## src/common/hcbs_pkg.sv

```systemverilog
// Constants, field layouts and carriers of the host command front end.
// Assumes one core clock of 200 MHz and a 16-byte register window.
package hcbs_pkg;
    localparam int CLK_PS = 5000;
    localparam int EE_HALF_NS = 500;
    localparam int EE_HALF_CYC = (EE_HALF_NS * 1000 + CLK_PS - 1) / CLK_PS;
    localparam int CHK_NS = 1000;
    localparam int CHK_CYC = (CHK_NS * 1000 + CLK_PS - 1) / CLK_PS;
    localparam logic [7:0] STRAP_CYC = 8'h03;
    localparam logic [3:0] REG_CMD = 4'h0;
    localparam logic [3:0] REG_STAT = 4'h1;
    localparam logic [1:0] BANK_0 = 2'h0;
    localparam logic [1:0] BANK_BAD = 2'h3;
    localparam logic [4:0] OPC_BANK = 5'h00;
    localparam int BANK_POINTER_LSB = 6;
    localparam int ST_RX_INT = 0;
    localparam int ST_TX_INT = 1;
    localparam int ST_EVT_FLAG = 3;
    localparam logic [15:0] EE_BLANK = 16'hFFFF;
    localparam logic [15:0] EE_ERASED = 16'h0000;
    localparam logic [8:0] EE_RD_CMD = 9'h180;
    localparam logic [4:0] EE_CMD_BITS = 5'h09;
    localparam logic [4:0] EE_LAST_BIT = 5'h18;
    localparam int EE_AUTOCFG = 3;
    localparam int EE_BASE_LSB = 4;
    localparam int EE_FLASH = 10;
    localparam int EE_AUTO_IO = 11;
    localparam int EE_BOOT_LSB = 12;
    localparam int EE_BUS16 = 15;
    localparam logic [9:0] IO_FALLBACK = 10'h300;
    localparam logic [9:0] IO_STEP = 10'h010;

    typedef struct packed {
        logic [9:0] io_base;
        logic flash_det;
        logic auto_io;
        logic [2:0] boot_win;
        logic bus16;
        logic autocfg;
    } hcbs_cfg_s;

    typedef struct packed {
        logic rd_n;
        logic wr_n;
        logic [3:0] addr;
        logic [7:0] din;
        logic conflict;
        logic pcmcia;
        logic port_sel;
        logic [1:0] eedo;
    } hcbs_pin_s;

    typedef struct packed {
        logic cs;
        logic sk;
        logic di;
    } hcbs_ee_s;

    typedef enum logic [1:0] {
        INI_STRAP = 2'b00,
        INI_WAIT = 2'b01,
        INI_CHECK = 2'b10,
        INI_DONE = 2'b11
    } hcbs_ini_e;
endpackage

```

## src/verilog/hcbs_sync.sv

```systemverilog
// Two-flop synchroniser for a bundle of pin levels.
// Assumes every bit is a slow level; the bundle is not kept coherent.
`timescale 1ns/10ps
module hcbs_sync #(
    parameter int W = 1,
    parameter logic [W-1:0] RV = '0
) (
    input wire logic clk,
    input wire logic rst,
    input wire logic [W-1:0] d,
    output logic [W-1:0] q
);
    logic [W-1:0] meta_reg;

    always_ff @(posedge clk or posedge rst)
    begin
        if (rst)
        begin
            meta_reg <= RV;
            q <= RV;
        end
        else
        begin
            meta_reg <= d;
            q <= meta_reg;
        end
    end
endmodule

```

## src/verilog/hcbs_ee_rd.sv

```systemverilog
// Serial EEPROM reader: fetches word 0 with one read command.
// Assumes the data-out pin is already synchronised (about 3 cycles late).
`timescale 1ns/10ps
module hcbs_ee_rd #(
    parameter logic [7:0] HALF = 8'(hcbs_pkg::EE_HALF_CYC)
) (
    input wire logic clk,
    input wire logic rst,
    input wire logic start,
    input wire logic dout_in,
    output hcbs_pkg::hcbs_ee_s pins,
    output logic done,
    output logic [15:0] word
);
    import hcbs_pkg::*;

    typedef struct packed {
        logic busy;
        hcbs_ee_s ee;
        logic [7:0] cnt;
        logic [4:0] bitn;
        logic [8:0] cmd;
        logic [15:0] sh;
        logic done;
    } hcbs_eer_s;

    hcbs_eer_s q_reg;
    hcbs_eer_s q_next;

    always_comb
    begin
        q_next = q_reg;
        q_next.done = 1'b0;
        if (!q_reg.busy)
        begin
            if (start)
            begin
                q_next.busy = 1'b1;
                q_next.ee = '{cs: 1'b1, sk: 1'b0, di: EE_RD_CMD[8]};
                q_next.cmd = {EE_RD_CMD[7:0], 1'b0};
                q_next.bitn = '0;
                q_next.cnt = HALF - 8'h01;
            end
        end
        else if (q_reg.cnt != 8'h00)
            q_next.cnt = q_reg.cnt - 8'h01;
        else
        begin
            q_next.cnt = HALF - 8'h01;
            if (!q_reg.ee.sk)
                q_next.ee.sk = 1'b1;
            else
            begin
                // Sample late in the high half to cover the pin delay
                q_next.ee.sk = 1'b0;
                q_next.ee.di = q_reg.cmd[8];
                q_next.cmd = {q_reg.cmd[7:0], 1'b0};
                q_next.bitn = q_reg.bitn + 5'h01;
                if (q_reg.bitn >= EE_CMD_BITS)
                    q_next.sh = {q_reg.sh[14:0], dout_in};
                if (q_reg.bitn == EE_LAST_BIT)
                begin
                    q_next.busy = 1'b0;
                    q_next.ee = '0;
                    q_next.done = 1'b1;
                end
            end
        end
    end

    always_ff @(posedge clk or posedge rst)
    begin
        if (rst)
            q_reg <= '0;
        else
            q_reg <= q_next;
    end

    assign pins = q_reg.ee;
    assign done = q_reg.done;
    assign word = q_reg.sh;
endmodule

```

## src/verilog/hcbs_top.sv

```systemverilog
// Host command register, bank select, status and reset-time config load.
// Assumes host IO strobes arrive as pins and are held past 3 clocks.
// Functional notes
// [RULE1] Command register answers at offset 0 whatever bank is selected.
// [RULE2] Host writes a command code into bits 4..0; accepted any time.
// [RULE3] Command conflicting with current activity is dropped, no event.
// [RULE4] Read opcode shows last completed non-transmit event, valid with flag.
// [RULE5] Bit 5 is read-only: last execution command was aborted.
// [RULE6] Host should write bit 5 as zero on every command write.
// [RULE7] Pointer bits 7..6: 00 bank 0, 01 bank 1, 10 bank 2.
// [RULE8] Pointer bits act only with the bank-switch code 0h.
// [RULE9] Selected bank holds until switched; reset selects bank 0.
// [RULE10] Reading the command register returns the current bank.
// [RULE11] Bank 0 register 1 shows interrupts, receive and execution state.
// [RULE12] After any reset in ISA mode, fetch EEPROM word 0 and apply it.
// [RULE13] Word all ones or all zeros falls back to IO base 300h.
// [RULE14] With auto IO, move the IO window on a conflict during init.
// [RULE15] PCMCIA mode skips the EEPROM load and uses default settings.
// [RULE16] Only one EEPROM port is active; fetches use the selected one.
// [RULE17] Concurrent transmit: host sets addresses, copies part, then commands.
// [RULE18] Non-concurrent transmit: host copies whole frame before commanding.
// [RULE19] Frame results go to memory structures, not to these registers.
// [RULE20] Other opcodes are parameters; undefined codes are ignored.
`timescale 1ns/10ps
module hcbs_top #(
    parameter logic [4:0] OPC_CONFIG = 5'h02,
    parameter logic [4:0] OPC_MC = 5'h03,
    parameter logic [4:0] OPC_TX = 5'h04,
    parameter logic [4:0] OPC_TDR = 5'h05,
    parameter logic [4:0] OPC_DUMP = 5'h06,
    parameter logic [4:0] OPC_DIAG = 5'h07,
    parameter logic [4:0] OPC_SWRST = 5'h0E
) (
    input wire logic CORE_CLK,
    input wire logic RST,
    input wire hcbs_pkg::hcbs_pin_s PINS,
    input wire logic TX_BUSY,
    input wire logic EXEC_BUSY,
    input wire logic [1:0] RX_STATE,
    input wire logic EXEC_DONE,
    input wire logic [4:0] EXEC_CODE,
    input wire logic EXEC_ABORTED,
    input wire logic TX_DONE,
    input wire logic RX_DONE,
    output logic [7:0] IO_DOUT,
    output logic IO_DOUT_OE_N,
    output logic [1:0] BANK,
    output logic CMD_GO,
    output logic [4:0] CMD_CODE,
    output hcbs_pkg::hcbs_cfg_s CFG,
    output logic CFG_VALID,
    output hcbs_pkg::hcbs_ee_s EE1,
    output hcbs_pkg::hcbs_ee_s EE2
);
    import hcbs_pkg::*;

    localparam hcbs_pin_s PIN_RV = '{rd_n: 1'b1, wr_n: 1'b1, default: '0};
    localparam logic [7:0] CHK_LOAD = 8'(CHK_CYC - 1);

    typedef struct packed {
        logic [1:0] bank;
        logic [4:0] op_st;
        logic abort;
        logic evt_flag;
        logic tx_int;
        logic rx_int;
        hcbs_ini_e ini;
        logic [7:0] cnt;
        hcbs_cfg_s cfg;
        logic cfg_ok;
        logic pcm;
        logic psel;
        logic ee_go;
        logic rd_d;
        logic wr_d;
        logic [7:0] dout;
        logic doe_n;
        logic go;
        logic [4:0] code;
        hcbs_ee_s ee1;
        hcbs_ee_s ee2;
    } hcbs_top_s;

    hcbs_top_s q_reg;
    hcbs_top_s q_next;
    hcbs_pin_s ps;
    hcbs_ee_s ee_pins;
    logic ee_done;
    logic [15:0] ee_word;
    logic ee_din;
    logic rd_on;
    logic wr_on;
    logic rd_ev;
    logic wr_ev;
    logic cmd_wr;
    logic [4:0] wr_op;
    logic rd_hit;
    logic [7:0] rdata;

    function automatic logic is_exec(input logic [4:0] c);
        return c == OPC_CONFIG || c == OPC_MC || c == OPC_TDR ||
            c == OPC_DUMP || c == OPC_DIAG;
    endfunction

    function automatic hcbs_cfg_s ee_decode(input logic [15:0] w);
        hcbs_cfg_s c;
        c.io_base = {w[EE_BASE_LSB +: 6], 4'h0};
        c.flash_det = w[EE_FLASH];
        c.auto_io = w[EE_AUTO_IO];
        c.boot_win = w[EE_BOOT_LSB +: 3];
        c.bus16 = w[EE_BUS16];
        c.autocfg = w[EE_AUTOCFG];
        // [RULE13] blank word fallback
        if (w == EE_BLANK || w == EE_ERASED)
        begin
            c = '0;
            c.io_base = IO_FALLBACK;
        end
        return c;
    endfunction

    hcbs_sync #(
        .W($bits(hcbs_pin_s)),
        .RV(PIN_RV)
    ) u_sync (
        .clk(CORE_CLK),
        .rst(RST),
        .d(PINS),
        .q(ps)
    );

    // [RULE16] single active port feeds the reader
    assign ee_din = q_reg.psel ? ps.eedo[1] : ps.eedo[0];

    hcbs_ee_rd u_ee (
        .clk(CORE_CLK),
        .rst(RST),
        .start(q_reg.ee_go),
        .dout_in(ee_din),
        .pins(ee_pins),
        .done(ee_done),
        .word(ee_word)
    );

    assign rd_on = !ps.rd_n;
    assign wr_on = !ps.wr_n;
    assign rd_ev = rd_on && !q_reg.rd_d;
    assign wr_ev = wr_on && !q_reg.wr_d;
    // [RULE1] offset 0 decoded without the bank
    assign cmd_wr = wr_ev && ps.addr == REG_CMD;
    assign wr_op = ps.din[4:0];

    // [RULE11] status view in bank 0 only
    always_comb
    begin
        rd_hit = 1'b1;
        rdata = '0;
        if (ps.addr == REG_CMD)
            rdata = {q_reg.bank, q_reg.abort, q_reg.op_st};
        else if (ps.addr == REG_STAT && q_reg.bank == BANK_0)
            rdata = {RX_STATE, 1'b0, EXEC_BUSY, q_reg.evt_flag, 1'b0,
                q_reg.tx_int, q_reg.rx_int};
        else
            rd_hit = 1'b0;
    end

    always_comb
    begin
        q_next = q_reg;
        q_next.go = 1'b0;
        q_next.ee_go = 1'b0;
        q_next.rd_d = rd_on;
        q_next.wr_d = wr_on;

        // [RULE10] read returns live bank
        if (rd_ev && rd_hit)
        begin
            q_next.dout = rdata;
            q_next.doe_n = 1'b0;
        end
        else if (!rd_on)
            q_next.doe_n = 1'b1;

        // Clear first so a same-cycle event wins
        if (wr_ev && ps.addr == REG_STAT && q_reg.bank == BANK_0)
        begin
            if (ps.din[ST_RX_INT])
                q_next.rx_int = 1'b0;
            if (ps.din[ST_TX_INT])
                q_next.tx_int = 1'b0;
            if (ps.din[ST_EVT_FLAG])
                q_next.evt_flag = 1'b0;
        end
        // [RULE19] only a flag, no frame result
        if (TX_DONE)
            q_next.tx_int = 1'b1;
        if (RX_DONE)
            q_next.rx_int = 1'b1;
        // [RULE4] [RULE5] completion code and abort
        if (EXEC_DONE)
        begin
            q_next.evt_flag = 1'b1;
            q_next.op_st = EXEC_CODE;
            q_next.abort = EXEC_ABORTED;
        end

        // [RULE2] command decode, bit 5 ignored
        if (cmd_wr)
        begin
            // [RULE7] [RULE8] pointer only with switch code
            if (wr_op == OPC_BANK)
            begin
                if (ps.din[BANK_POINTER_LSB +: 2] != BANK_BAD)
                    q_next.bank = ps.din[BANK_POINTER_LSB +: 2];
            end
            else if (wr_op == OPC_SWRST)
                q_next.bank = BANK_0;
            // [RULE3] busy unit drops the command
            else if (wr_op == OPC_TX)
            begin
                if (!TX_BUSY)
                begin
                    q_next.go = 1'b1;
                    q_next.code = wr_op;
                end
            end
            // [RULE20] unknown codes fall through
            else if (is_exec(wr_op) && !EXEC_BUSY)
            begin
                q_next.go = 1'b1;
                q_next.code = wr_op;
            end
        end

        unique case (q_reg.ini)
            INI_STRAP:
            begin
                // Wait for the strap pins to pass the synchroniser
                if (q_reg.cnt != 8'h00)
                    q_next.cnt = q_reg.cnt - 8'h01;
                // [RULE15] card mode skips the fetch
                else if (ps.pcmcia)
                begin
                    q_next.pcm = 1'b1;
                    q_next.cfg = '0;
                    q_next.cfg.io_base = IO_FALLBACK;
                    q_next.cfg_ok = 1'b1;
                    q_next.ini = INI_DONE;
                end
                // [RULE12] fetch word 0
                else
                begin
                    q_next.pcm = 1'b0;
                    q_next.psel = ps.port_sel;
                    q_next.ee_go = 1'b1;
                    q_next.ini = INI_WAIT;
                end
            end
            INI_WAIT:
            begin
                // [RULE12] apply fetched settings
                if (ee_done)
                begin
                    q_next.cfg = ee_decode(ee_word);
                    q_next.cnt = CHK_LOAD;
                    if (q_next.cfg.auto_io)
                        q_next.ini = INI_CHECK;
                    else
                    begin
                        q_next.cfg_ok = 1'b1;
                        q_next.ini = INI_DONE;
                    end
                end
            end
            INI_CHECK:
            begin
                // [RULE14] step past a claimed window
                if (ps.conflict)
                begin
                    q_next.cfg.io_base = q_reg.cfg.io_base + IO_STEP;
                    q_next.cnt = CHK_LOAD;
                end
                else if (q_reg.cnt != 8'h00)
                    q_next.cnt = q_reg.cnt - 8'h01;
                else
                begin
                    q_next.cfg_ok = 1'b1;
                    q_next.ini = INI_DONE;
                end
            end
            INI_DONE:
            begin
                q_next.ini = INI_DONE;
            end
        endcase

        // [RULE12] software reset restarts init
        // Placed after the sequencer so no state branch can undo it
        if (cmd_wr && wr_op == OPC_SWRST)
        begin
            q_next.ini = INI_STRAP;
            q_next.cnt = STRAP_CYC;
            q_next.cfg_ok = 1'b0;
        end

        // [RULE16] idle port held quiet
        q_next.ee1 = (q_reg.psel || q_reg.pcm) ? '0 : ee_pins;
        q_next.ee2 = (!q_reg.psel || q_reg.pcm) ? '0 : ee_pins;
    end

    // [RULE9] reset selects bank 0
    always_ff @(posedge CORE_CLK or posedge RST)
    begin
        if (RST)
        begin
            q_reg <= '0;
            q_reg.doe_n <= 1'b1;
            q_reg.cnt <= STRAP_CYC;
            q_reg.ini <= INI_STRAP;
        end
        else
            q_reg <= q_next;
    end

    assign IO_DOUT = q_reg.dout;
    assign IO_DOUT_OE_N = q_reg.doe_n;
    assign BANK = q_reg.bank;
    assign CMD_GO = q_reg.go;
    assign CMD_CODE = q_reg.code;
    assign CFG = q_reg.cfg;
    assign CFG_VALID = q_reg.cfg_ok;
    assign EE1 = q_reg.ee1;
    assign EE2 = q_reg.ee2;
endmodule

```

## config.mk

```make
export PLATFORM = sky130hd
export DESIGN_NAME = hcbs_top
export DESIGN_NICKNAME = d
export VERILOG_FILES = /design/src/common/hcbs_pkg.sv /design/src/verilog/hcbs_sync.sv /design/src/verilog/hcbs_ee_rd.sv /design/src/verilog/hcbs_top.sv
export SDC_FILE = /design/constraint.sdc
export NUM_CORES = 1
export LEC_CHECK = 0
export BUFFER_PORTS_ARGS = -buffer_cell sky130_fd_sc_hd__buf_4
export CORE_ASPECT_RATIO = 0.7
export CORE_MARGIN = 10
export CORE_UTILIZATION = 39
export CTS_CLUSTER_DIAMETER = 50
export DETAILED_ROUTE_END_ITERATION = 8
export GPL_TIMING_DRIVEN = 0
export PLACE_DENSITY_LB_ADDON = 0.12
export SYNTH_ARGS = -nofsm -noshare
export SYNTH_HDL_FRONTEND = slang
export SYNTH_SLANG_ARGS = --single-unit
```

## constraint.sdc

```tcl
create_clock -name CORE_CLK -period 5.2 [get_ports CORE_CLK]
set_input_delay 0.52 -clock CORE_CLK [delete_from_list [all_inputs] [get_ports CORE_CLK]]
set_output_delay 0.52 -clock CORE_CLK [all_outputs]
set_load 0.02 [all_outputs]
```

# After elaboration in Yosys (flattened, before gate mapping)
# Index checks and enable logic that the tools add are counted.
[word_totals] reg_bits=146 latchBits=0 ramBits=0 mem_bits_ro=0 in_bits=34 out_inout_bits=41 n_memories=0
[classes] n_addsub=4 multipliers=0 div=0 n_lt_le_gt_ge=1 eq_ne=29 shift=0 n_mux=64 bitwise_logic=5 reduce_logical=58
[ops] operator="31-bit 2-to-1 mux" n=2
[ops] operator="18-bit one-hot mux with 3 select lines" n=1
[ops] operator="26-bit 2-to-1 mux" n=2
[ops] operator="17-bit 2-to-1 mux" n=3
[ops] operator="8-bit 2-to-1 mux" n=5
[ops] operator="6-bit 2-to-1 mux" n=6
[ops] operator="28-bit 2-to-1 mux" n=1
[ops] operator="1-bit 2-to-1 mux" n=22
[ops] operator="2-bit nonzero test" n=11
[ops] operator="21-bit 2-to-1 mux" n=1
[ops] operator="5-bit by 3-bit == test with 1-bit output, second input constant" n=4
[ops] operator="10-bit 2-to-1 mux" n=2
[ops] operator="18-bit 2-to-1 mux" n=1
[ops] operator="2-bit 2-to-1 mux" n=9
[ops] operator="16-bit == test, second input constant" n=1
[ops] operator="16-bit logical NOT" n=1
[ops] operator="16-bit 2-to-1 mux" n=1
[ops] operator="4-bit AND reduction" n=4
[ops] operator="8-bit nonzero test" n=2
[ops] operator="8-bit by 1-bit subtractor with 8-bit output, second input constant" n=2
[ops] operator="7-bit one-hot mux with 2 select lines" n=1
[ops] operator="2-bit != test, second input constant" n=6
[ops] operator="3-bit != test, second input constant" n=4
[ops] operator="2-bit AND reduction" n=6
[ops] operator="27 further kinds" n=63

# Depth between registers and ports, before layout
[depth] ltp_word=11 mapped_depth=10 depth_no_buf=7

# Modules after synthesis
# From an unflattened synthesis, not the netlist that was laid out.
[unflattened] cells_unflattened=559 area_unflattened_um2=6268.5
[modules_own_cells] mod="hcbs_top" instances=1 cells_per_inst=336 area_per_inst_um2=3290.7 seq_area_each_um2=1530.2
[modules_own_cells] mod="hcbs_ee_rd" instances=1 cells_per_inst=184 area_per_inst_um2=2018.2 seq_area_each_um2=1051.0
[modules_own_cells] mod="hcbs_sync" instances=1 cells_per_inst=39 area_per_inst_um2=959.7 seq_area_each_um2=955.9

# Least setup slack after synthesis
# OpenSTA, ideal clock, no wires.
[synth_path] path_type="reg2reg" from="register q_reg[53] in the netlist's numbering" to="register q_reg[49] in the netlist's numbering" setup_time_ps=77 arrival_ps=2196 t_required_ps=5123 slack_ps=2926 stages_incl_launch_ff=11 n_path_buf=3 period_less_slack_ps=2274 path_cell_list="dfrtp_1 inv_1 ha_1 buf_6 nor2b_1 clkbuf_1 or2_2 buf_2 or2_2 or3b_1 a21oi_1"
[synth_via] elab_chain_len=3 elab_cells_between_ends=8 cone_classes="3 x eq/ne; 2 x mux; 3 x reduce/logical"
[synth_rtl] element="start, declared" line="hcbs_top.sv:84" text="hcbs_top_s q_reg;"
[synth_rtl] element="start signal, assigned" line="hcbs_top.sv:322" text="q_reg <= q_next;"
[synth_rtl] element="2-bit == test, or another cell as far along" line="hcbs_top.sv:235" text="unique case (q_reg.ini)"
[synth_rtl] element="18-bit one-hot mux with 3 select lines, or another cell as far along" line="hcbs_top.sv:235"
[synth_rtl] element="10-bit 2-to-1 mux or 2-bit AND reduction (tied branches)"
# Several ways; a longest one is shown, not always the timed one.
# A chain may end at the register's enable or synchronous reset.

# Worst setup path in the final report
[layout_path] from="register u_sync.q[13]" to="register q_reg[52] in the netlist's numbering"
[layout_via] elab_chain_len=5 elab_cells_between_ends=9 cone_classes="4 x eq/ne; 1 x mux; 4 x reduce/logical"
[layout_rtl] element="start, declared" line="hcbs_sync.sv:11" text="output logic [W-1:0] q"
[layout_rtl] element="start signal, assigned" line="hcbs_sync.sv:25" text="q <= meta_reg;"
[layout_rtl] element="4-bit logical NOT *" line="hcbs_top.sv:150" text="assign cmd_wr = wr_ev && ps.addr == REG_CMD;"
[layout_rtl] element="1-bit logical AND *" line="hcbs_top.sv:150"
[layout_rtl] element="1-bit logical AND *" line="hcbs_top.sv:299" text="if (cmd_wr && wr_op == OPC_SWRST)"
[layout_rtl] element="3-bit by 2-bit != test with 1-bit output (no line) or 3-bit != test (tied branches)"
[layout_rtl] element="4-bit AND reduction (no line)"
# Every way passes the cells marked *; elsewhere a longest branch is shown, timed or not.

==> metrics.md <==
| Metric | Value |
|---|---|
| Avg Cell Area, Syn | `11.1 µm²` |
| Starting density of the core | `40.4%` |
| Synth Register Bits | `139` |
| RSZ-0062 raised after global routing | `false` |
| Worst Tran Pin Value | `1040 ps` |
| Std-Cell Rows | `37` |
| Hold Buf Count CTS | `0` |
| Required @ worst endpoint | `5490 ps` |
| Total gr overflow | `0` |
| WP data arrival | `2870 ps` |
| Max layer used | `met4` |
| Startpoint Class | `register` |
| Commonest cells after routing, fill and taps aside | `dfrtp_1, buf_4, nand2_1` |
| FFs w/ async S/R, synth | `100%` |
| TNS Setup | `0 ps` |
| CTS Sinks | `139` |
| Final core occ | `49.8%` |
| Post-CTS setup repair buffer count | `0` |
| Max FFs per register | `24` |
| Post-layout min period | `2580 ps` |
| RePlAce Congestion | `0.873` |
| Placed wire-length estimate | `9200 µm` |
| VDD IR max | `235 µV` |
| Post-synth EDFFs | `0` |
| Synth top area share | `54.6%` |
| Clock Path Buffers | `2` |
| Achievable Freq | `0.387 GHz` |
| Drt wl/cell | `15.2 µm` |
| Fin cells | `846` |
| Worst Setup End Kind | `register` |
| IO Port Bufs | `68` |
| DRC | `0` |
| Chip width | `169 µm` |
| I/O Pins | `75` |
| Clock insertion delay at the later pin of the skew report | `420 ps` |
| Tcrit/Tclk final | `49.7%` |
| Fillers | `1,353` |
| Yosys warnings | `0` |
| Routed met1 length | `6210 µm` |
| Largest net degree at the start of global routing | `103` |
| Final slew viol count | `0` |
| Clk pin slew, worst setup/hold paths | `70 ps` |
| H-tree levels | `4` |
| First-pass GRT wire length | `21,700 µm` |
| Setup-failing EPs final | `0` |
| DR iter-0 viols | `272` |
| Yosys top cell by area | `dfrtp_1` |
| Chip height | `124 µm` |
| Vias in the first global route | `4,284` |
| Most common cell after layout, fill and taps aside | `dfrtp_1` |
| Drt pass-1 iters | `4` |
| Area Growth Syn to Fin | `23.2%` |
| Nets | `682` |
| Status | `finished clean` |
| CTS buffer count | `17` |
| Most common flop cell mapped by yosys | `dfrtp_1` |
| Cell variety after synth | `58` |
| DR WL met2 | `5830 µm` |
| Total power | `0.00291 W` |
| Main area contributors after synthesis | `dfrtp_1, buf_4, mux2_2` |
| Initial antenna violation count | `0` |
| Total Wirelength | `12,900 µm` |
| Final ANT Viol Nets | `0` |
| Core Box Area | `0.0150 mm²` |
| CP Class | `reg2reg` |
| Met3 WL | `657 µm` |
| Share of the yosys chip area belonging to registers | `57.7%` |
| Ratio of cells with drive above 1 in the final layout | `29.5%` |
| Pwr Density | `390 mW/mm²` |
| Via count | `4,206` |
| Placed instance count | `814` |
| MaxCap Viol Count | `0` |
| Total track usage | `12.8%` |
| Rel. slew slack | `29.8%` |
| # resized after CTS | `0` |
| CTS tree | `yes` |
| Die area | `0.0210 mm²` |
| Final hold viol count | `0` |
| Ant. Diodes | `0` |
| P_leak | `3.48 nW` |
| Worst Hold Class | `in2async` |
| Via density | `4.97` |
| Cell Area, Synth | `0.00604 mm²` |
| Layout Skew | `11.5 ps` |
| CTS Root Cell | `clkbuf_16` |
| Worst Path Max Fanout | `10` |
| Cell count after synthesis | `547` |
final cells by class:
| cell class | instances | area (µm²) | share of cell area (%) |
|---|---|---|---|
| flip-flops and latches | 139 | 3490 | 46.8 |
| well taps | 195 | 244 | 3.28 |
| clock inverters | 15 | 178 | 2.39 |
| repair buffers | 69 | 538 | 7.23 |
| clock buffers | 17 | 425 | 5.71 |
| inverters | 20 | 80.1 | 1.08 |
| plain buffers | 57 | 383 | 5.14 |
| multi-input cells | 334 | 2110 | 28.3 |
layer usage:
layer	global-route usage (%)	vias to the layer above
met2	18.5	92
met4	5.91	0
met3	3.68	14
met5	0	-
met1	17.5	2039
li1	-	2061
synthesized netlist by cell type (2+ instances only):
cell	n
a211oi_1	2
a211oi_2	2
a21o_1	5
a21oi_1	17
a221o_1	2
a22o_1	6
a22oi_1	8
a31oi_1	3
a32o_1	2
and2_1	6
and3_1	5
buf_2	3
buf_4	40
buf_6	2
clkbuf_1	12
dfrtp_1	132
dfstp_2	7
ha_1	10
inv_1	20
mux2_2	25
mux2i_1	2
nand2_1	59
nand2b_1	5
nand3_1	25
nand4_1	10
nor2_1	25
nor2b_1	8
nor3_1	16
nor4_1	8
o21ai_0	41
or2_2	2
or3_1	3
or4_2	2
xnor2_1	5
xor2_1	4
logic make-up after synthesis:
kind of cell             count (synthesis)  share of synthesized area, %
other                                    1                        0.0620
XOR/XNOR                                 9                          1.30
adder cells (fa/ha/maj)                 10                          2.07
buffers and inverters                   77                          7.58
flip-flops                             139                          57.7
multiplexers                            27                          4.99
AO/OA/AOI/OAI                          101                          10.9
AND/OR/NAND/NOR                        183                          15.4
critical path, cell delays in order (launching register included):
cell and delay [ps]:
dfrtp_1 390, nor4_2 910, nand2_1 300, nor4_1 510
buf_4 270, a211oi_1 70
power by group:
group          switching (W)  total [W]  internal, W
Combinational       0.000238   0.000437     0.000199
Sequential         0.0000696    0.00123      0.00116
Clock               0.000512    0.00124     0.000726
Total               0.000819    0.00291      0.00209
path summary, 6_finish.rpt:
check | slack (ps) | startpoint | depth (start not counted) | to
worst max-delay path | 2620 | u_sync.q[13]$_DFF_PP0_ | 5 | q_reg[52]$_DFFE_PP0P_
worst min-delay path | 80 | RST | 2 | u_sync.meta_reg[16]$_DFF_PP0_
worst max register to register | 2620 | u_sync.q[13]$_DFF_PP0_ | 5 | q_reg[52]$_DFFE_PP0P_
worst min register to register | 340 | u_sync.meta_reg[4]$_DFF_PP0_ | 0 | u_sync.q[4]$_DFF_PP0_
max in group asynchronous | 4290 | RST | 3 | q_reg[45]$_DFFE_PP1P_
min in group CORE_CLK | 200 | PINS[16] | 1 | u_sync.meta_reg[16]$_DFF_PP0_
metrics by stage:
stage	setup WS [ps]	hold slack (ps)	area, µm²
after floorplan	967	331	6060
after global placement	-540	332	6810
after detailed placement	2650	335	6840
after CTS	2640	83.0	7450
after global routing	2460	97.7	7450
final	2620	78.1	7450
Power figures use the tool's default switching activity.
